`config.mk`:
```
export PLATFORM = sky130hd
export DESIGN_NAME = psuind_top
export DESIGN_NICKNAME = d
export VERILOG_FILES = /design/src/core/psuind_pkg.sv /design/src/core/psuind_sync.sv /design/src/core/psuind_top.sv
export SDC_FILE = /design/constraint.sdc
export NUM_CORES = 1
export LEC_CHECK = 0
export BUFFER_PORTS_ARGS = -buffer_cell sky130_fd_sc_hd__buf_2
export CORE_ASPECT_RATIO = 0.6
export CORE_MARGIN = 8
export CORE_UTILIZATION = 48
export CTS_CLUSTER_DIAMETER = 30
export DETAILED_ROUTE_END_ITERATION = 8
export HOLD_SLACK_MARGIN = 0.05
export PLACE_DENSITY_LB_ADDON = 0.05
export SLEW_MARGIN = 0
export SYNTH_ARGS = -nofsm -noshare
export SYNTH_HDL_FRONTEND = slang
export SYNTH_SLANG_ARGS = --single-unit
```
`constraint.sdc`:
```
create_clock -name sys_clk -period 3.3 [get_ports sys_clk]
set_input_delay 0.165 -clock sys_clk [delete_from_list [all_inputs] [get_ports sys_clk]]
set_output_delay 0.165 -clock sys_clk [all_outputs]
set_load 0.01 [all_outputs]
```
`src/core/psuind_pkg.sv`:
```
// Purpose: shared constants for the power module status indicator logic
// Assumes: 20 MHz sys_clk, AXI4-Lite register access with 32-bit data
// Notes: offsets are byte addresses of aligned 32-bit words
package psuind_pkg;
	// ****************************************
	// register map
	// ****************************************
	localparam int ADDR_W = 5;
	localparam logic [2:0] IDX_CTRL = 3'h0; // control, byte 0x00
	localparam logic [2:0] IDX_WARN = 3'h1; // sticky warnings, byte 0x04
	localparam logic [2:0] IDX_FAULT = 3'h2; // sticky faults, byte 0x08
	localparam logic [2:0] IDX_COMM = 3'h3; // sticky comm errors, byte 0x0C
	localparam logic [2:0] IDX_STATE = 3'h4; // live state, byte 0x10
	localparam logic [2:0] IDX_LAST = 3'h4;
	localparam logic [1:0] RESP_OKAY = 2'h0;
	localparam logic [1:0] RESP_SLVERR = 2'h2;

	// ****************************************
	// fields and reset values
	// ****************************************
	localparam int CTRL_CLR_BIT = 0; // write 1: clear all sticky flags
	localparam int CTRL_MAIN_BIT = 1; // main output enable
	localparam int CTRL_SB_BIT = 2; // standby output enable
	localparam logic [7:0] CTRL_RESET = 8'h06;
	localparam int FLAG_W = 8;
	localparam int ST_GOOD_BIT = 5; // state: input acceptable
	localparam int ST_MAIN_BIT = 6; // state: main output running
	localparam int ST_BLINK_BIT = 7; // state: blink phase

	// input classification pins
	localparam int PIN_PRESENT = 0;
	localparam int PIN_OV_LIMIT = 1;
	localparam int PIN_OV_WARN = 2;
	localparam int PIN_UV_WARN = 3;
	localparam int PIN_UV_LIMIT = 4;
	localparam int NUM_PINS = 5;

	// ****************************************
	// timing
	// ****************************************
	localparam int unsigned CLK_KHZ = 20000;
	localparam int unsigned PREWARN_US = 5000; // least input-ok lead before main loss
	localparam int unsigned PREWARN_CYC = (PREWARN_US * CLK_KHZ + 999) / 1000;
	localparam int unsigned BLINK_HALF_MS = 500; // half period of blinking
	localparam int unsigned BLINK_CYC = BLINK_HALF_MS * CLK_KHZ;

	// output indicator pattern
	typedef enum logic [2:0] {
		OM_OFF = 3'b000,
		OM_GREEN = 3'b001,
		OM_GREEN_BLINK = 3'b010,
		OM_AMBER_BLINK = 3'b011,
		OM_AMBER = 3'b100
	} psuind_mode_e;
endpackage

```
`src/core/psuind_sync.sv`:
```
// Purpose: three-stage synchroniser with agreement filter
// Assumes: inputs are asynchronous to sys_clk
// Notes: output changes only once stages two and three agree
`timescale 1ns/1ps
module psuind_sync #(
	parameter int WIDTH = 1
) (
	input wire logic sys_clk, // system clock
	input wire logic reset, // async reset, active high
	input wire logic [WIDTH-1:0] din, // asynchronous inputs
	output logic [WIDTH-1:0] dout // filtered synchronous outputs
);
	logic [WIDTH-1:0] s1;
	logic [WIDTH-1:0] s2;
	logic [WIDTH-1:0] s3;

	// shift chain; s1 feeds only s2
	always_ff @(posedge sys_clk or posedge reset) begin
		if (reset) begin
			s1 <= '0;
			s2 <= '0;
			s3 <= '0;
		end else begin
			s1 <= din;
			s2 <= s1;
			s3 <= s2;
		end
	end

	// accept a bit only when the last two stages agree
	always_ff @(posedge sys_clk or posedge reset) begin
		if (reset) begin
			dout <= '0;
		end else begin
			dout <= (s2 & s3) | (dout & (s2 | s3));
		end
	end
endmodule

```
`src/core/psuind_top.sv`:
```
// Purpose: front panel indicators, input-ok and alert for a power module
// Assumes: flag inputs come from logic on sys_clk; voltage class pins are async
// Notes: open-drain pins are driven low while their enable is high
`timescale 1ns/1ps
module psuind_top
	import psuind_pkg::*;
#(
	parameter int unsigned HOLD_CYC = PREWARN_CYC, // main hold after input-ok drop
	parameter int unsigned BLINK_HALF = BLINK_CYC // cycles per blink half period
) (
	input wire logic sys_clk, // system clock, 20 MHz
	input wire logic reset, // async reset, active high
	input wire logic [ADDR_W-1:0] s_axi_awaddr, // write address
	input wire logic s_axi_awvalid, // write address valid
	output logic s_axi_awready, // write address ready
	input wire logic [31:0] s_axi_wdata, // write data
	input wire logic [3:0] s_axi_wstrb, // write byte strobes
	input wire logic s_axi_wvalid, // write data valid
	output logic s_axi_wready, // write data ready
	output logic [1:0] s_axi_bresp, // write response
	output logic s_axi_bvalid, // write response valid
	input wire logic s_axi_bready, // write response ready
	input wire logic [ADDR_W-1:0] s_axi_araddr, // read address
	input wire logic s_axi_arvalid, // read address valid
	output logic s_axi_arready, // read address ready
	output logic [31:0] s_axi_rdata, // read data
	output logic [1:0] s_axi_rresp, // read response
	output logic s_axi_rvalid, // read data valid
	input wire logic s_axi_rready, // read data ready
	input wire logic [NUM_PINS-1:0] vin_class, // input voltage class pins, async
	input wire logic [FLAG_W-1:0] warn_flags, // warning events
	input wire logic [FLAG_W-1:0] fault_flags, // fault events
	input wire logic [FLAG_W-1:0] comm_err_flags, // communication error events
	output logic in_led_green, // input indicator green
	output logic out_led_green, // output indicator green
	output logic out_led_amber, // output indicator amber
	output logic input_ok_o, // input-ok pin drive level
	output logic input_ok_oe, // input-ok pulled low when high
	output logic alert_n_o, // alert pin drive level
	output logic alert_oe, // alert pulled low when high
	output logic main_run // main 12 V output enable
);
	localparam int LW = $clog2(HOLD_CYC + 1);
	localparam int BW = $clog2(BLINK_HALF + 1);

	// ****************************************
	// declarations
	// ****************************************
	logic [NUM_PINS-1:0] vin_s;
	logic [ADDR_W-1:0] aw_addr;
	logic [31:0] w_data;
	logic [3:0] w_strb;
	logic wr_go;
	logic [2:0] aw_idx;
	logic [2:0] ar_idx;
	logic main_en;
	logic sb_en;
	logic clr_pulse;
	logic [FLAG_W-1:0] warn_sticky;
	logic [FLAG_W-1:0] fault_sticky;
	logic [FLAG_W-1:0] comm_sticky;
	logic [LW-1:0] loss_cnt;
	logic [BW-1:0] blink_cnt;
	logic blink_phase;
	logic in_good;
	logic in_norm;
	logic in_band;
	logic warn_any;
	logic fault_any;
	psuind_mode_e next_mode;
	psuind_mode_e out_mode;
	logic [LW:0] oe_age;

	// ****************************************
	// input synchronisation and class
	// ****************************************
	psuind_sync #(
		.WIDTH(NUM_PINS)
	) u_sync (
		.sys_clk(sys_clk),
		.reset(reset),
		.din(vin_class),
		.dout(vin_s)
	);

	// classification of the filtered pins
	assign in_good = vin_s[PIN_PRESENT] & ~vin_s[PIN_OV_LIMIT] & ~vin_s[PIN_UV_LIMIT];
	assign in_band = vin_s[PIN_OV_WARN] | vin_s[PIN_UV_WARN];
	assign in_norm = in_good & ~in_band;
	assign warn_any = |warn_sticky;
	assign fault_any = |fault_sticky;

	// ****************************************
	// register bus
	// ****************************************
	assign aw_idx = aw_addr[4:2];
	assign ar_idx = s_axi_araddr[4:2];
	assign wr_go = ~s_axi_awready & ~s_axi_wready & ~s_axi_bvalid;

	// write address channel, one write at a time
	always_ff @(posedge sys_clk or posedge reset) begin
		if (reset) begin
			s_axi_awready <= 1'b1;
			aw_addr <= '0;
		end else if (s_axi_awvalid && s_axi_awready) begin
			s_axi_awready <= 1'b0;
			aw_addr <= s_axi_awaddr;
		end else if (s_axi_bvalid && s_axi_bready) begin
			s_axi_awready <= 1'b1;
		end
	end

	// write data channel
	always_ff @(posedge sys_clk or posedge reset) begin
		if (reset) begin
			s_axi_wready <= 1'b1;
			w_data <= '0;
			w_strb <= '0;
		end else if (s_axi_wvalid && s_axi_wready) begin
			s_axi_wready <= 1'b0;
			w_data <= s_axi_wdata;
			w_strb <= s_axi_wstrb;
		end else if (s_axi_bvalid && s_axi_bready) begin
			s_axi_wready <= 1'b1;
		end
	end

	// write response after both halves arrived
	always_ff @(posedge sys_clk or posedge reset) begin
		if (reset) begin
			s_axi_bvalid <= 1'b0;
			s_axi_bresp <= RESP_OKAY;
		end else if (wr_go) begin
			s_axi_bvalid <= 1'b1;
			s_axi_bresp <= (aw_idx <= IDX_LAST) ? RESP_OKAY : RESP_SLVERR;
		end else if (s_axi_bready) begin
			s_axi_bvalid <= 1'b0;
		end
	end

	// control register and clear-faults pulse
	always_ff @(posedge sys_clk or posedge reset) begin
		if (reset) begin
			main_en <= CTRL_RESET[CTRL_MAIN_BIT];
			sb_en <= CTRL_RESET[CTRL_SB_BIT];
			clr_pulse <= 1'b0;
		end else if (wr_go && aw_idx == IDX_CTRL && w_strb[0]) begin
			main_en <= w_data[CTRL_MAIN_BIT];
			sb_en <= w_data[CTRL_SB_BIT];
			clr_pulse <= w_data[CTRL_CLR_BIT];
		end else begin
			clr_pulse <= 1'b0;
		end
	end

	// read channel, data one cycle after address
	always_ff @(posedge sys_clk or posedge reset) begin
		if (reset) begin
			s_axi_arready <= 1'b1;
			s_axi_rvalid <= 1'b0;
			s_axi_rdata <= '0;
			s_axi_rresp <= RESP_OKAY;
		end else if (s_axi_arvalid && s_axi_arready) begin
			s_axi_arready <= 1'b0;
			s_axi_rvalid <= 1'b1;
			s_axi_rresp <= RESP_OKAY;
			unique case (ar_idx)
				IDX_CTRL: s_axi_rdata <= {29'h0, sb_en, main_en, 1'b0};
				IDX_WARN: s_axi_rdata <= {24'h0, warn_sticky};
				IDX_FAULT: s_axi_rdata <= {24'h0, fault_sticky};
				IDX_COMM: s_axi_rdata <= {24'h0, comm_sticky};
				IDX_STATE: s_axi_rdata <= {24'h0, blink_phase, main_run, in_good, vin_s};
				default: begin
					s_axi_rdata <= '0;
					s_axi_rresp <= RESP_SLVERR;
				end
			endcase
		end else if (s_axi_rvalid && s_axi_rready) begin
			s_axi_rvalid <= 1'b0;
			s_axi_arready <= 1'b1;
		end
	end

	// ****************************************
	// sticky status flags
	// ****************************************
	// new events win over a clear in the same cycle
	always_ff @(posedge sys_clk or posedge reset) begin
		if (reset) begin
			warn_sticky <= '0;
			fault_sticky <= '0;
			comm_sticky <= '0;
		end else begin
			warn_sticky <= (warn_sticky & ~{FLAG_W{clr_pulse}}) | warn_flags;
			fault_sticky <= (fault_sticky & ~{FLAG_W{clr_pulse}}) | fault_flags;
			comm_sticky <= (comm_sticky & ~{FLAG_W{clr_pulse}}) | comm_err_flags;
		end
	end

	// ****************************************
	// blink timebase
	// ****************************************
	always_ff @(posedge sys_clk or posedge reset) begin
		if (reset) begin
			blink_cnt <= '0;
			blink_phase <= 1'b0;
		end else if (blink_cnt == BW'(BLINK_HALF - 1)) begin
			blink_cnt <= '0;
			blink_phase <= ~blink_phase;
		end else begin
			blink_cnt <= blink_cnt + 1'b1;
		end
	end

	// ****************************************
	// indicators
	// ****************************************
	// input indicator from voltage class
	always_ff @(posedge sys_clk or posedge reset) begin
		if (reset) begin
			in_led_green <= 1'b0;
		end else if (in_norm) begin
			in_led_green <= 1'b1;
		end else if (in_good && in_band) begin
			in_led_green <= blink_phase;
		end else begin
			in_led_green <= 1'b0;
		end
	end

	// output pattern selection, fault first
	always_comb begin
		if (fault_any) begin
			next_mode = OM_AMBER;
		end else if (warn_any) begin
			next_mode = OM_AMBER_BLINK;
		end else if (main_run && sb_en) begin
			next_mode = OM_GREEN;
		end else if (sb_en) begin
			next_mode = OM_GREEN_BLINK;
		end else begin
			next_mode = OM_OFF;
		end
	end

	// output indicator drive
	always_ff @(posedge sys_clk or posedge reset) begin
		if (reset) begin
			out_mode <= OM_OFF;
			out_led_green <= 1'b0;
			out_led_amber <= 1'b0;
		end else begin
			out_mode <= next_mode;
			unique case (next_mode)
				OM_OFF: begin
					out_led_green <= 1'b0;
					out_led_amber <= 1'b0;
				end
				OM_GREEN: begin
					out_led_green <= 1'b1;
					out_led_amber <= 1'b0;
				end
				OM_GREEN_BLINK: begin
					out_led_green <= blink_phase;
					out_led_amber <= 1'b0;
				end
				OM_AMBER_BLINK: begin
					out_led_green <= 1'b0;
					out_led_amber <= blink_phase;
				end
				OM_AMBER: begin
					out_led_green <= 1'b0;
					out_led_amber <= 1'b1;
				end
			endcase
		end
	end

	// alert pin with the amber modes only
	always_ff @(posedge sys_clk or posedge reset) begin
		if (reset) begin
			alert_oe <= 1'b0;
			alert_n_o <= 1'b0;
		end else begin
			alert_oe <= fault_any | warn_any;
			alert_n_o <= 1'b0;
		end
	end

	// ****************************************
	// input-ok and main hold-up
	// ****************************************
	// filtered class drives the pin, no raw pin path
	always_ff @(posedge sys_clk or posedge reset) begin
		if (reset) begin
			input_ok_oe <= 1'b1;
			input_ok_o <= 1'b0;
		end else begin
			input_ok_oe <= ~in_good;
			input_ok_o <= 1'b0;
		end
	end

	// main output kept alive for the pre-warning time
	always_ff @(posedge sys_clk or posedge reset) begin
		if (reset) begin
			loss_cnt <= '0;
			main_run <= 1'b0;
		end else if (in_good) begin
			loss_cnt <= '0;
			main_run <= main_en;
		end else if (loss_cnt == LW'(HOLD_CYC)) begin
			main_run <= 1'b0;
		end else begin
			loss_cnt <= loss_cnt + 1'b1;
			main_run <= main_run & main_en;
		end
	end

	// ****************************************
	// assertions
	// ****************************************
	// cycles spent with input-ok pulled low
	always_ff @(posedge sys_clk or posedge reset) begin
		if (reset) begin
			oe_age <= '0;
		end else if (!input_ok_oe) begin
			oe_age <= '0;
		end else if (oe_age != {(LW + 1){1'b1}}) begin
			oe_age <= oe_age + 1'b1;
		end
	end

	a_in_steady: assert property (@(posedge sys_clk) disable iff (reset) in_norm |=> in_led_green)
		else $error("input indicator not steady green in normal range");
	a_in_blink: assert property (@(posedge sys_clk) disable iff (reset)
		(in_good && in_band) |=> (in_led_green == $past(blink_phase)))
		else $error("input indicator not blinking in warning band");
	a_in_off: assert property (@(posedge sys_clk) disable iff (reset) !in_good |=> !in_led_green)
		else $error("input indicator lit with input out of limits");
	a_out_green: assert property (@(posedge sys_clk) disable iff (reset)
		(!fault_any && !warn_any && main_run && sb_en) |=> (out_led_green && !out_led_amber))
		else $error("output indicator not steady green");
	a_out_standby: assert property (@(posedge sys_clk) disable iff (reset)
		(!fault_any && !warn_any && !main_run && sb_en) |=> (out_led_green == $past(blink_phase)))
		else $error("output indicator not blinking green in standby");
	a_warn_blink: assert property (@(posedge sys_clk) disable iff (reset)
		(warn_any && !fault_any) |=> (out_led_amber == $past(blink_phase) && !out_led_green))
		else $error("warning not shown as blinking amber");
	a_fault_amber: assert property (@(posedge sys_clk) disable iff (reset)
		fault_any |=> (out_led_amber && !out_led_green && out_mode == OM_AMBER))
		else $error("fault not shown as steady amber");
	a_sticky_hold: assert property (@(posedge sys_clk) disable iff (reset)
		!clr_pulse |=> ((fault_sticky & $past(fault_sticky)) == $past(fault_sticky)
		&& (warn_sticky & $past(warn_sticky)) == $past(warn_sticky)))
		else $error("sticky flag dropped without clear");
	a_sticky_clear: assert property (@(posedge sys_clk) disable iff (reset)
		(clr_pulse && warn_flags == '0) |=> (warn_sticky == '0))
		else $error("clear did not empty warning flags");
	a_ok_follows: assert property (@(posedge sys_clk) disable iff (reset)
		##1 (input_ok_oe == !$past(in_good)))
		else $error("input-ok does not follow filtered input");
	a_prewarn: assert property (@(posedge sys_clk) disable iff (reset)
		($fell(main_run) && input_ok_oe) |-> (oe_age >= (LW + 1)'(HOLD_CYC)))
		else $error("main lost before pre-warning time");
	a_alert_amber: assert property (@(posedge sys_clk) disable iff (reset)
		##1 (alert_oe == (out_mode == OM_AMBER || out_mode == OM_AMBER_BLINK)))
		else $error("alert and amber indication disagree");

	c_fault_shown: cover property (@(posedge sys_clk) disable iff (reset) $rose(out_led_amber) && fault_any);
	c_standby: cover property (@(posedge sys_clk) disable iff (reset) out_mode == OM_GREEN_BLINK);
	c_prewarn: cover property (@(posedge sys_clk) disable iff (reset) $fell(main_run) && input_ok_oe);
	c_cleared: cover property (@(posedge sys_clk) disable iff (reset) $fell(alert_oe));
endmodule

```
# After elaboration in Yosys (flattened, before gate mapping)
# Cells that the tools add are included.
[word_totals]
register_bits = 145
in_bits = 82
output_inout_bits = 49
wordCells = 118
[op_classes]
n_addsub = 2
order_cmp = 1
eq_ne = 11
muxes = 26
n_bitwise = 27
n_reduce_logical = 21
[ops]
columns = ["op", "count"]
rows = [
  ["8-bit one-hot mux with 5 select lines", 1],
  ["17-bit two-way mux", 2],
  ["24-bit by 1-bit adder with 24-bit output (second input constant)", 1],
  ["8-bit AND", 3],
  ["24-bit == test (second input constant)", 1],
  ["24-bit two-way mux", 1],
  ["8-bit bitwise OR", 3],
  ["17-bit by 1-bit adder with 17-bit output (second input constant)", 1],
  ["17-bit == test (second input constant)", 1],
  ["8-bit OR reduction", 2],
  ["1-bit two-way mux", 14],
  ["3-bit by 2-bit == test with 1-bit output (second input constant)", 4],
  ["5-bit AND", 2],
  ["2-bit two-way mux", 5],
  ["5-bit bitwise OR", 2],
  ["1-bit logical AND", 9],
  ["3-bit zero test", 3],
  ["1-bit NOT", 8],
  ["8-bit NOT", 1],
  ["2-bit nonzero test", 4],
  ["1-bit AND", 6],
  ["3-bit by 1-bit == test with 1-bit output (second input constant)", 2],
  ["3-bit == test (second input constant)", 2],
  ["1-bit one-hot mux with 3 select lines", 2],
  ["other kinds (6)", 8],
]

# Depth between registers and ports, before layout
# Gate-level depths: netlist (run 1).
[depth]
word_depth = 7
mapped_depth = 6
ltp_nobuf = 6

# Modules after synthesis
# A second synthesis (run 1) with hierarchy kept.
[unflattened]
hier_cells = 434
hier_area_um2 = 5086.1
[by_module_without_submodules]
columns = ["module", "instances", "cells_per_inst", "area_per_inst_um2", "seq_area_each_um2"]
rows = [
  ["psuind_top", 1, 408, 4525.6, 2434.8],
  ["psuind_sync", 1, 26, 560.5, 500.5],
]

# Worst setup path before layout (run 1)
# Ideal clock, no wire load.
[synth_timing]
path_type = "flip-flop to flip-flop"
start = "reg s_axi_wready"
end = "reg main_en"
setup_ns = 0.082
arrival_ns = 1.539
t_required_ns = 3.218
path_slack_ns = 1.679
path_stages_with_launch = 4
n_path_buf = 0
synth_period_minus_slack_ns = 1.621
cell_sequence = "dfstp_2 or3_4 or4_4 mux2_2"
[synth_via]
elab_chain_cells = 5
[synth_lines]
columns = ["item", "line_no", "source"]
rows = [
  ["start: declaration", "psuind_top.sv:19", "output logic s_axi_wready,"],
  ["start signal: assignment", "psuind_top.sv:116", "s_axi_wready <= 1'b1;"],
  ["start signal: assignment", "psuind_top.sv:120", "s_axi_wready <= 1'b0;"],
  ["start signal: assignment", "psuind_top.sv:124", "s_axi_wready <= 1'b1;"],
  ["1-bit NOT", "psuind_top.sv:98", "assign wr_go = ~s_axi_awready & ~s_axi_wready & ~s_axi_bvalid;"],
  ["1-bit AND (2 in series)", "psuind_top.sv:98", ""],
  ["1-bit logical AND (2 in series)", "psuind_top.sv:147", "end else if (wr_go && aw_idx == IDX_CTRL && w_strb[0]) begin"],
  ["end signal: assignment", "psuind_top.sv:144", "main_en <= CTRL_RESET[CTRL_MAIN_BIT];"],
  ["end signal: assignment", "psuind_top.sv:148", "main_en <= w_data[CTRL_MAIN_BIT];"],
  ["end: declaration", "psuind_top.sv:56", "logic main_en;"],
]
# No other way between the ends.
# A chain may end at the register's enable or synchronous reset.

# Final worst setup path (run 1)
[layout_timing]
start = "reg blink_cnt[0]"
end = "reg blink_cnt[18]"
[layout_via]
elab_chain_cells = 2
word_cells_on_any_way = 3
cone_classes = "add/sub (1); eq/ne (1); mux (1)"
[layout_lines]
columns = ["item", "line_no", "source"]
rows = [
  ["start: declaration", "psuind_top.sv:63", "logic [BW-1:0] blink_cnt;"],
  ["start signal: assignment", "psuind_top.sv:211", "blink_cnt <= blink_cnt + 1'b1;"],
  ["24-bit by 1-bit adder with 24-bit output / 24-bit == test (equally long branches)", "psuind_top.sv:211, psuind_top.sv:207", ""],
  ["24-bit two-way mux (*)", "psuind_top.sv:207", "end else if (blink_cnt == BW'(BLINK_HALF - 1)) begin"],
]
# Every way passes the cells marked *; elsewhere a longest branch is shown, timed or not.

==> flow_summary.html, run 1 <==
<table>
<tr><th>Metric</th><th>Value</th></tr>
<tr><th colspan="2">Run status</th></tr>
<tr><td>Outcome</td><td>finished, final reports clean</td></tr>
<tr><th colspan="2">Setup path</th></tr>
<tr><td>Endpoint arrival time on the critical path</td><td>2.24 ns</td></tr>
<tr><td>Startpoint types</td><td>flip-flop</td></tr>
<tr><td>Crit end category</td><td>flip-flop</td></tr>
<tr><td>Internal reg-to-reg setup slack</td><td>1.35 ns</td></tr>
<tr><td>Path type of the worst setup path</td><td>flip-flop to flip-flop</td></tr>
<tr><td>Peak fanout along the critical path</td><td>5</td></tr>
<tr><td>Data required time of the critical path</td><td>between 3 and 4 ns</td></tr>
<tr><th colspan="2">Cells and area</th></tr>
<tr><td>Antenna diode instance count</td><td>0</td></tr>
<tr><td>Layout overhead on the synthesized area</td><td>27.98%</td></tr>
<tr><td>Nets@finish</td><td>~640</td></tr>
<tr><td>Core Util, Final</td><td>62.37%</td></tr>
<tr><td>Number of fillers in the final layout</td><td>between 800 and 900</td></tr>
<tr><td>Post-route cell area</td><td>0.006495 mm2</td></tr>
<tr><td>Share of final-layout standard cells stronger than drive strength 1</td><td>a little under a quarter</td></tr>
<tr><th colspan="2">Clocking</th></tr>
<tr><td>Clock-pin slew on the worst setup and hold paths</td><td>about 0.06 ns</td></tr>
<tr><td>Max clock buf depth</td><td>2</td></tr>
<tr><td>CTS H-tree lvls</td><td>4</td></tr>
<tr><td>TritonCTS clock tree</td><td>built</td></tr>
<tr><td>Clock root cell</td><td>sky130_fd_sc_hd__clkbuf_16</td></tr>
<tr><td>Number of resized instances in the post-cts repair step</td><td>0</td></tr>
<tr><td>Worst-skew pair later-pin latency</td><td>0.41 ns</td></tr>
<tr><td>CTS Hold Bufs</td><td>between 40 and 50</td></tr>
<tr><td>Post-CTS Setup Bufs</td><td>0</td></tr>
<tr><td>Clock Sinks</td><td>117</td></tr>
<tr><td>TritonCTS buffer count</td><td>17</td></tr>
<tr><th colspan="2">Synth</th></tr>
<tr><td>Biggest area contributors in the synthesized netlist</td><td>sky130_fd_sc_hd__dfrtp_1 (55%), sky130_fd_sc_hd__xnor2_1 (4.3%), sky130_fd_sc_hd__buf_4 (4.1%)</td></tr>
<tr><td>Most numerous cell in the Yosys netlist</td><td>sky130_fd_sc_hd__dfrtp_1</td></tr>
<tr><td>Number of warning messages in the yosys log</td><td>0</td></tr>
<tr><td>Count of state elements after synthesis</td><td>117</td></tr>
<tr><td>Library cell occupying the most area in the post-synthesis netlist</td><td>sky130_fd_sc_hd__dfrtp_1</td></tr>
<tr><td>Proportion of register bits with asynchronous set or reset after synthesis</td><td>100.0%</td></tr>
<tr><td>Fraction of synthesized cell area taken by the top area cell type</td><td>54.73%</td></tr>
<tr><td>Gate Count Post-Synth</td><td>430</td></tr>
<tr><td>Distinct cells, synth</td><td>48</td></tr>
<tr><td>Post-synthesis average cell area</td><td>11.80 um2</td></tr>
<tr><td>Number of synthesized flops with an enable pin</td><td>0</td></tr>
<tr><td>Area of the mapped netlist</td><td>~0.0051 mm2</td></tr>
<tr><td>Dominant register cell in the synthesized netlist</td><td>sky130_fd_sc_hd__dfrtp_1</td></tr>
<tr><td>Sequential-to-total area share from yosys stat</td><td>57.84%</td></tr>
<tr><td>Commonest cells in the netlist</td><td>sky130_fd_sc_hd__dfrtp_1 (111), sky130_fd_sc_hd__nor2_1 (29), sky130_fd_sc_hd__buf_4 (28)</td></tr>
<tr><th colspan="2">Routing</th></tr>
<tr><td>Number of remaining DRC errors</td><td>0</td></tr>
<tr><td>Final routed wirelength across all metal layers</td><td>11260 um</td></tr>
<tr><td>Routed wire length per instance</td><td>between 15 and 20 um</td></tr>
<tr><td>First DRT Iteration DRCs</td><td>238</td></tr>
<tr><td>Number of optimization iterations in the first detailed-route pass</td><td>4</td></tr>
<tr><td>DRT antenna net count</td><td>0</td></tr>
<tr><td>Via density</td><td>5.103</td></tr>
<tr><td>Total via count in the routed design</td><td>around 3600</td></tr>
<tr><th colspan="2">Floorplan</th></tr>
<tr><td>Standard-cell rows</td><td>29</td></tr>
<tr><td># IOs</td><td>131</td></tr>
<tr><td>Core Area</td><td>0.01041 mm2</td></tr>
<tr><td>Die X-Extent</td><td>~150 um</td></tr>
<tr><td>Initial Utilization</td><td>48.73%</td></tr>
<tr><td>Die span in y</td><td>95.65 um</td></tr>
<tr><td>Die footprint</td><td>0.01423 mm2</td></tr>
<tr><th colspan="2">STA</th></tr>
<tr><td>Portion of the clock cycle consumed by the worst path in the final layout</td><td>between 50 and 60%</td></tr>
<tr><td>Max-slew violation total from the final report</td><td>0</td></tr>
<tr><td>Final total negative setup slack</td><td>0 ns</td></tr>
<tr><td>Worst-margin pin slew</td><td>around 0.79 ns</td></tr>
<tr><td>Maximum clock rate</td><td>512.2 MHz</td></tr>
<tr><td>Setup repair after global routing missed its margin</td><td>no</td></tr>
<tr><td>Min Tclk post-route</td><td>around 2 ns</td></tr>
<tr><td>Normalized max-slew margin</td><td>46.76%</td></tr>
<tr><td>Worst clock skew on the final layout</td><td>0.009872 ns</td></tr>
<tr><td>Number of failing setup endpoints in the final timing report</td><td>0</td></tr>
<tr><td>Final hold viol count</td><td>0</td></tr>
<tr><th colspan="2">Placed design</th></tr>
<tr><td>DP Wirelength</td><td>7670 um</td></tr>
<tr><td>Total of buffers placed on input and output ports</td><td>66</td></tr>
<tr><td>RD Place Congestion</td><td>~0.76</td></tr>
<tr><td>DP Area</td><td>about 0.0055 mm2</td></tr>
<tr><th colspan="2">Power</th></tr>
<tr><td>Worst VDD drop</td><td>0.0004358 V</td></tr>
<tr><td>Pwr dens</td><td>approximately 640 mW/mm2</td></tr>
<tr><td>Standby leakage power</td><td>2.860 nW</td></tr>
<tr><th colspan="2">GRT</th></tr>
<tr><td>Overall fraction of global-route tracks in use</td><td>between 10% and 20%</td></tr>
<tr><td>Overflow after GRT</td><td>0</td></tr>
<tr><td>Maximum number of pins on one net before global-route repair</td><td>63</td></tr>
<tr><td>Vias in the first global route</td><td>3735</td></tr>
<tr><td>Number of antenna violations at the first check in global routing</td><td>0</td></tr>
<tr><td>Global-route wire length before repair</td><td>18840 um</td></tr>
<tr><th colspan="2">Hold path</th></tr>
<tr><td>Classification of the worst-slack hold path</td><td>primary input to flip-flop</td></tr>
<tr><th colspan="2">Flow run</th></tr>
<tr><td>Maxcap violations</td><td>0</td></tr>
</table>
==> cell usage in the layout (no fill, tap or decap), types with 3 or more instances in the layout <==
master / n
sky130_fd_sc_hd__dfrtp_1: 111
sky130_fd_sc_hd__buf_2: 66
sky130_fd_sc_hd__conb_1: 28
sky130_fd_sc_hd__xnor2_1: 25
sky130_fd_sc_hd__dlygate4sd3_1: 45
sky130_fd_sc_hd__and4_1: 4
sky130_fd_sc_hd__inv_1: 14
sky130_fd_sc_hd__nor3_1: 10
sky130_fd_sc_hd__o21ai_0: 17
sky130_fd_sc_hd__a21o_1: 24
sky130_fd_sc_hd__clkinv_2: 6
sky130_fd_sc_hd__nand4_1: 13
sky130_fd_sc_hd__ha_1: 3
sky130_fd_sc_hd__or3_1: 3
sky130_fd_sc_hd__mux2_2: 15
sky130_fd_sc_hd__nand2_1: 24
sky130_fd_sc_hd__maj3_1: 5
sky130_fd_sc_hd__mux2i_1: 7
sky130_fd_sc_hd__nor2b_1: 3
sky130_fd_sc_hd__nand2b_1: 3
sky130_fd_sc_hd__clkbuf_16: 17
sky130_fd_sc_hd__nor4_1: 13
sky130_fd_sc_hd__nand3_1: 15
sky130_fd_sc_hd__a22oi_1: 7
sky130_fd_sc_hd__a21oi_1: 7
sky130_fd_sc_hd__buf_4: 4
sky130_fd_sc_hd__clkbuf_1: 3
sky130_fd_sc_hd__a22o_1: 6
sky130_fd_sc_hd__xor2_1: 6
sky130_fd_sc_hd__nor2_1: 29
sky130_fd_sc_hd__dfstp_2: 6
==> through the flow <==
stage | setup slack, ns | hold slack (ns) | total power [mW] | std cells
6_report | 1.348 | 0.08372 | 4.176 | 708
5_1_grt | 1.254 | 0.08540 | 4.380 | 708
4_1_cts | 1.428 | 0.07473 | 4.221 | 708
3_5_place_dp | 1.447 | 0.2749 | 2.390 | 631
3_3_place_gp | 1.434 | 0.2746 | 2.364 | 631
2_1_floorplan | 0.04416 | 0.1964 | 2.178 | 457
==> cell type report <==
class                      count  area [um2]  share of cell area [%]
clock buffer                  22       464.2                   7.147
clock inverter                10       105.1                   1.618
inverter                      16       62.56                  0.9632
multi-input combinational    289        1943                   29.92
sequential                   117        2935                   45.19
tap                          139       173.9                   2.678
timing repair buffer         115       810.8                   12.48
==> sequential cells by signal (all words and copies together), names as in the netlist, 3 cells and up <==
name / flops
blink_cnt: 24
loss_cnt: 17
comm_sticky: 8
fault_sticky: 8
s_axi_rdata: 8
warn_sticky: 8
u_sync.dout: 5
u_sync.s1: 5
u_sync.s2: 5
u_sync.s3: 5
aw_addr: 3
w_data: 3
==> per-layer routing <==
layer | wire [um] | GRT usage, % | vias to the layer above
met3 | 562 | 4.218 | 12
met5 | 0 | 0 | -
li1 | - | - | 1735
met1 | 5444 | 23.11 | 1790
met2 | 5095 | 25.41 | 76
met4 | 159 | 8.939 | 0
==> worst max-delay path: stages (launching register included) <==
cell	delay, ns
sky130_fd_sc_hd__dfrtp_1	0.40
sky130_fd_sc_hd__ha_1	0.24
sky130_fd_sc_hd__nand4_1	0.23
sky130_fd_sc_hd__nor4_1	0.61
sky130_fd_sc_hd__nand4_1	0.19
sky130_fd_sc_hd__xnor2_1	0.15
==> kinds of logic after synthesis <==
family | count (synthesis) | share of synthesized area (%)
compound gates | 66 | 8.802
xor+xnor | 31 | 5.350
fa+ha+maj | 8 | 1.726
buf+inv | 51 | 5.868
flops | 117 | 57.84
mux | 24 | 5.597
other cells | 1 | 0.07389
simple gates | 132 | 14.74
==> report_power, final <==
group	total, mW	internal, mW	switching, mW
combinational	0.590	0.302	0.288
clock	1.76	1.14	0.618
sequential	1.83	1.65	0.172
total	4.18	3.10	1.08
==> worst paths after layout <==
path,endpoint,start,depth (start not counted)
min in group asynchronous,loss_cnt[10],reset,3
max in group asynchronous,input_ok_oe,reset,4
hold / removal,s_axi_rresp[1],s_axi_araddr[4],3
hold reg to reg,u_sync.s2[1],u_sync.s1[1],0
setup reg to reg,blink_cnt[18],blink_cnt[0],5
setup / recovery,blink_cnt[18],blink_cnt[0],5
Power figures use the tool's default switching activity.
==> run 2, diff against run 1 <==
Clock period 3.3 ns to 1.7 ns, I/O delays scaled along.
==> run 2 against run 1 <==
  * Sequential cell count is the same
  * Clock skew shrank 0.0019 ns
  * Clock power grew 110%
  * Total power grew 100%
  * Utilization grew 3.1 points
  * Die area is the same
  * Via count grew 3.8%
  * Critical endpoint is now sb_en
==> flow_summary.html, run 2 (synthesized netlist as in run 1, its figures left out) <==
<table>
<tr><th>Metric</th><th>Value</th></tr>
<tr><th colspan="2">Run status</th></tr>
<tr><td>Outcome</td><td>finished, final reports clean</td></tr>
<tr><th colspan="2">STA</th></tr>
<tr><td>Max-slew violation total from the final report</td><td>0 (unchanged)</td></tr>
<tr><td>Portion of the clock cycle consumed by the worst path in the final layout</td><td>97.07% (+38 points)</td></tr>
<tr><td>Min Tclk post-route</td><td>1.650 ns (-0.3022 ns)</td></tr>
<tr><td>Worst-margin pin slew</td><td>0.8036 ns (+0.01115 ns)</td></tr>
<tr><td>Final total negative setup slack</td><td>0 ns (unchanged)</td></tr>
<tr><td>Normalized max-slew margin</td><td>46.01% (-0.75 points)</td></tr>
<tr><td>Number of failing setup endpoints in the final timing report</td><td>0 (unchanged)</td></tr>
<tr><td>Final hold viol count</td><td>0 (unchanged)</td></tr>
<tr><td>Setup WS post-layout</td><td>0.04984 ns (-1.298 ns)</td></tr>
<tr><td>Worst clock skew on the final layout</td><td>0.007954 ns (-0.001917 ns)</td></tr>
<tr><td>Maximum clock rate</td><td>606.0 MHz (+18%)</td></tr>
<tr><th colspan="2">Floorplan</th></tr>
<tr><td>Die X-Extent</td><td>148.7 um (unchanged)</td></tr>
<tr><td>Core Area</td><td>0.01041 mm2 (unchanged)</td></tr>
<tr><td># IOs</td><td>131 (unchanged)</td></tr>
<tr><td>Die span in y</td><td>95.65 um (unchanged)</td></tr>
<tr><td>Standard-cell rows</td><td>29 (unchanged)</td></tr>
<tr><td>Initial Utilization</td><td>48.73% (unchanged)</td></tr>
<tr><td>Die footprint</td><td>0.01423 mm2 (unchanged)</td></tr>
<tr><th colspan="2">Cells and area</th></tr>
<tr><td>Post-route cell area</td><td>0.006823 mm2 (+5.0%)</td></tr>
<tr><td>Nets@finish</td><td>671 (+4.7%)</td></tr>
<tr><td>Number of cells in the finished layout apart from fillers</td><td>738 (+4.2%)</td></tr>
<tr><td>Number of fillers in the final layout</td><td>822 (-4.0%)</td></tr>
<tr><td>Number of flip-flops in the largest register</td><td>24 (unchanged)</td></tr>
<tr><td>Leading cell type in the layout, fill and taps excluded</td><td>sky130_fd_sc_hd__dfrtp_1</td></tr>
<tr><td>Most frequent cells in the layout</td><td>sky130_fd_sc_hd__dfrtp_1 (110), sky130_fd_sc_hd__buf_2 (66), sky130_fd_sc_hd__dlygate4sd3_1 (46)</td></tr>
<tr><td>Layout overhead on the synthesized area</td><td>34.44%</td></tr>
<tr><td>Antenna diode instance count</td><td>0 (unchanged)</td></tr>
<tr><td>Share of final-layout standard cells stronger than drive strength 1</td><td>28.55% (+5.2 points)</td></tr>
<tr><td>Register bank with the most flops</td><td>blink_cnt</td></tr>
<tr><td>Top Registers</td><td>blink_cnt (24), loss_cnt (17)</td></tr>
<tr><th colspan="2">GRT</th></tr>
<tr><td>Maximum number of pins on one net before global-route repair</td><td>118 (+87%)</td></tr>
<tr><td>Number of antenna violations at the first check in global routing</td><td>0 (unchanged)</td></tr>
<tr><td>Overflow after GRT</td><td>0 (unchanged)</td></tr>
<tr><td>Global-route wire length before repair</td><td>19730 um (+4.7%)</td></tr>
<tr><td>Overall fraction of global-route tracks in use</td><td>17.87% (+0.75 points)</td></tr>
<tr><td>Vias in the first global route</td><td>3794 (+1.6%)</td></tr>
<tr><th colspan="2">Placed design</th></tr>
<tr><td>Setup slack after placement</td><td>0.008402 ns (-1.438 ns)</td></tr>
<tr><td>Total of buffers placed on input and output ports</td><td>66 (unchanged)</td></tr>
<tr><td>Number of placed instances, taps included</td><td>660 (+4.6%)</td></tr>
<tr><td>DP Wirelength</td><td>8272 um (+7.9%)</td></tr>
<tr><td>RD Place Congestion</td><td>0.8461 (+12%)</td></tr>
<tr><td>DP Area</td><td>0.005707 mm2 (+4.2%)</td></tr>
<tr><th colspan="2">Routing</th></tr>
<tr><td>Number of optimization iterations in the first detailed-route pass</td><td>5 (+1)</td></tr>
<tr><td>Via density</td><td>5.083 (-0.40%)</td></tr>
<tr><td>DRT antenna net count</td><td>0 (unchanged)</td></tr>
<tr><td>Met3 Routed Length</td><td>677 um (+20%)</td></tr>
<tr><td>Met2 wirelength from detailed routing</td><td>5276 um (+3.6%)</td></tr>
<tr><td>Top Metal Used</td><td>met4</td></tr>
<tr><td>Met1 routed wirelength after detailed routing</td><td>6072 um (+12%)</td></tr>
<tr><td>Total via count in the routed design</td><td>3751 (+3.8%)</td></tr>
<tr><td>Routed wire length per instance</td><td>16.46 um (+3.5%)</td></tr>
<tr><td>Number of remaining DRC errors</td><td>0 (unchanged)</td></tr>
<tr><td>Final routed wirelength across all metal layers</td><td>12150 um (+7.8%)</td></tr>
<tr><td>First DRT Iteration DRCs</td><td>261 (+9.7%)</td></tr>
<tr><th colspan="2">Clocking</th></tr>
<tr><td>TritonCTS buffer count</td><td>17 (unchanged)</td></tr>
<tr><td>Post-CTS Setup Bufs</td><td>0 (unchanged)</td></tr>
<tr><td>Clock Sinks</td><td>117 (unchanged)</td></tr>
<tr><td>Clock-pin slew on the worst setup and hold paths</td><td>0.05 ns (about the same)</td></tr>
<tr><td>TritonCTS clock tree</td><td>built</td></tr>
<tr><td>Worst-skew pair later-pin latency</td><td>0.41 ns (about the same)</td></tr>
<tr><td>Clock root cell</td><td>sky130_fd_sc_hd__clkbuf_16</td></tr>
<tr><td>CTS H-tree lvls</td><td>4 (unchanged)</td></tr>
<tr><td>Max clock buf depth</td><td>2 (unchanged)</td></tr>
<tr><th colspan="2">Setup path</th></tr>
<tr><td>Data required time of the critical path</td><td>2.03 ns (-1.56 ns)</td></tr>
<tr><td>Path type of the worst setup path</td><td>flip-flop to flip-flop</td></tr>
<tr><td>Buffers and inverters on the worst path</td><td>0 (unchanged)</td></tr>
<tr><td>Highest cell delay on the worst timing path</td><td>0.51 ns (-0.10 ns)</td></tr>
<tr><td>Length in cells of the worst reg-to-reg path</td><td>3 (-2)</td></tr>
<tr><td>Kind of cell adding the most delay to the critical path</td><td>simple AND/OR/NAND/NOR gates</td></tr>
<tr><td>Worst path slowest cell</td><td>sky130_fd_sc_hd__or4_4</td></tr>
<tr><td>Crit end category</td><td>flip-flop</td></tr>
<tr><td>Startpoint types</td><td>flip-flop</td></tr>
<tr><td>Critical register-to-register path endpoint</td><td>sb_en</td></tr>
<tr><td>R2R Path Start</td><td>s_axi_wready</td></tr>
<tr><td>Peak fanout along the critical path</td><td>4 (-1)</td></tr>
<tr><td>Internal reg-to-reg setup slack</td><td>0.05 ns (-1.30 ns)</td></tr>
<tr><td>List of cells traversed by the critical path</td><td>or3_4 -&gt; or4_4 -&gt; mux2_2</td></tr>
<tr><td>Endpoint arrival time on the critical path</td><td>1.98 ns (-0.26 ns)</td></tr>
<tr><th colspan="2">Power</th></tr>
<tr><td>Internal cell power</td><td>6.262 mW (+100%)</td></tr>
<tr><td>Clk pwr share</td><td>43.2% (+1.1 points)</td></tr>
<tr><td>Worst VDD drop</td><td>0.0007309 V (+68%)</td></tr>
<tr><td>Standby leakage power</td><td>3.000 nW (+4.9%)</td></tr>
<tr><td>Sw Ratio</td><td>25.33% (-0.50 points)</td></tr>
<tr><td>Sw Pwr</td><td>2.124 mW (+97%)</td></tr>
<tr><td>Proportion of power drawn by flip-flops and latches</td><td>42.1% (-1.6 points)</td></tr>
<tr><td>Part of the power in combinational logic</td><td>14.7% (+0.6 points)</td></tr>
<tr><td>Pwr dens</td><td>1229 mW/mm2 (+91%)</td></tr>
<tr><th colspan="2">Hold path</th></tr>
<tr><td>Classification of the worst-slack hold path</td><td>primary input to flip-flop</td></tr>
<tr><td>Hold path cells</td><td>3 (unchanged)</td></tr>
<tr><td>Min-Delay Startpoint</td><td>s_axi_araddr[3]</td></tr>
<tr><td>Terminating pin of the worst hold path</td><td>s_axi_rresp[1]</td></tr>
<tr><th colspan="2">Flow run</th></tr>
<tr><td>Maxcap violations</td><td>0 (unchanged)</td></tr>
</table>
[run 2: final cells by class]
cell class,count,area [um2],share of cell area [%]
well taps,139,173.9,2.549
repair buffers,145,1051,15.40
multi-input cells,289,1994,29.23
clock buffers,23,478.0,7.005
clock inverters,9,125.1,1.834
inverters,16,63.81,0.9353
flip-flops and latches,117,2937,43.04
[run 2: timing repair]
item	in CTS	in global routing
gates cloned	0	0
hold buffers	46	0
pin swaps	0	3
endpoints found under the setup margin	8	16
gates resized for setup	2	8
endpoints found under the hold margin	154	0
[run 2: how the worst max path moves through the flow]
stage	start	end	slack (ns)	cells past startpoint
6_report	s_axi_wready	sb_en	0.05	3
5_1_grt	blink_cnt[0]	blink_phase	-0.03	6
4_1_cts	blink_cnt[0]	blink_cnt[20]	0.03	6
3_5_place_dp	blink_cnt[0]	blink_cnt[18]	0.008	6
3_3_place_gp	blink_cnt[0]	blink_cnt[3]	-0.0002	6
2_1_floorplan	s_axi_wready	main_en	0.08	3
[run 2: power groups by stage]
stage	combinational, mW	sequential [mW]	clock, mW
2_1_floorplan	0.658	3.57	0
3_3_place_gp	1.11	3.55	0
3_5_place_dp	1.13	3.57	0
4_1_cts	1.24	3.53	3.70
5_1_grt	1.37	3.59	3.83
6_report	1.23	3.53	3.62
[run 2: layer usage]
layer	GRT usage, %	vias up
met5	0	-
met4	6.015	0
met3	5.308	15
met2	25.45	97
met1	25.56	1852
li1	-	1787
[run 2: per-stage QoR]
step / utilization [%] / power (mW) / hold slack [ns]
6_report: 65.52 / 8.386 / 0.1348
5_1_grt: 65.52 / 8.790 / 0.1477
4_1_cts: 65.12 / 8.470 / 0.1215
3_5_place_dp: 54.80 / 4.702 / 0.1997
3_3_place_gp: 54.80 / 4.654 / 0.1951
2_1_floorplan: - / 4.230 / 0.1164
[run 2: worst reg2reg max path, stage by stage, from the launching register on]
cell	delay, ns
sky130_fd_sc_hd__dfstp_2	0.38
sky130_fd_sc_hd__or3_4	0.40
sky130_fd_sc_hd__or4_4	0.51
sky130_fd_sc_hd__mux2_2	0.29
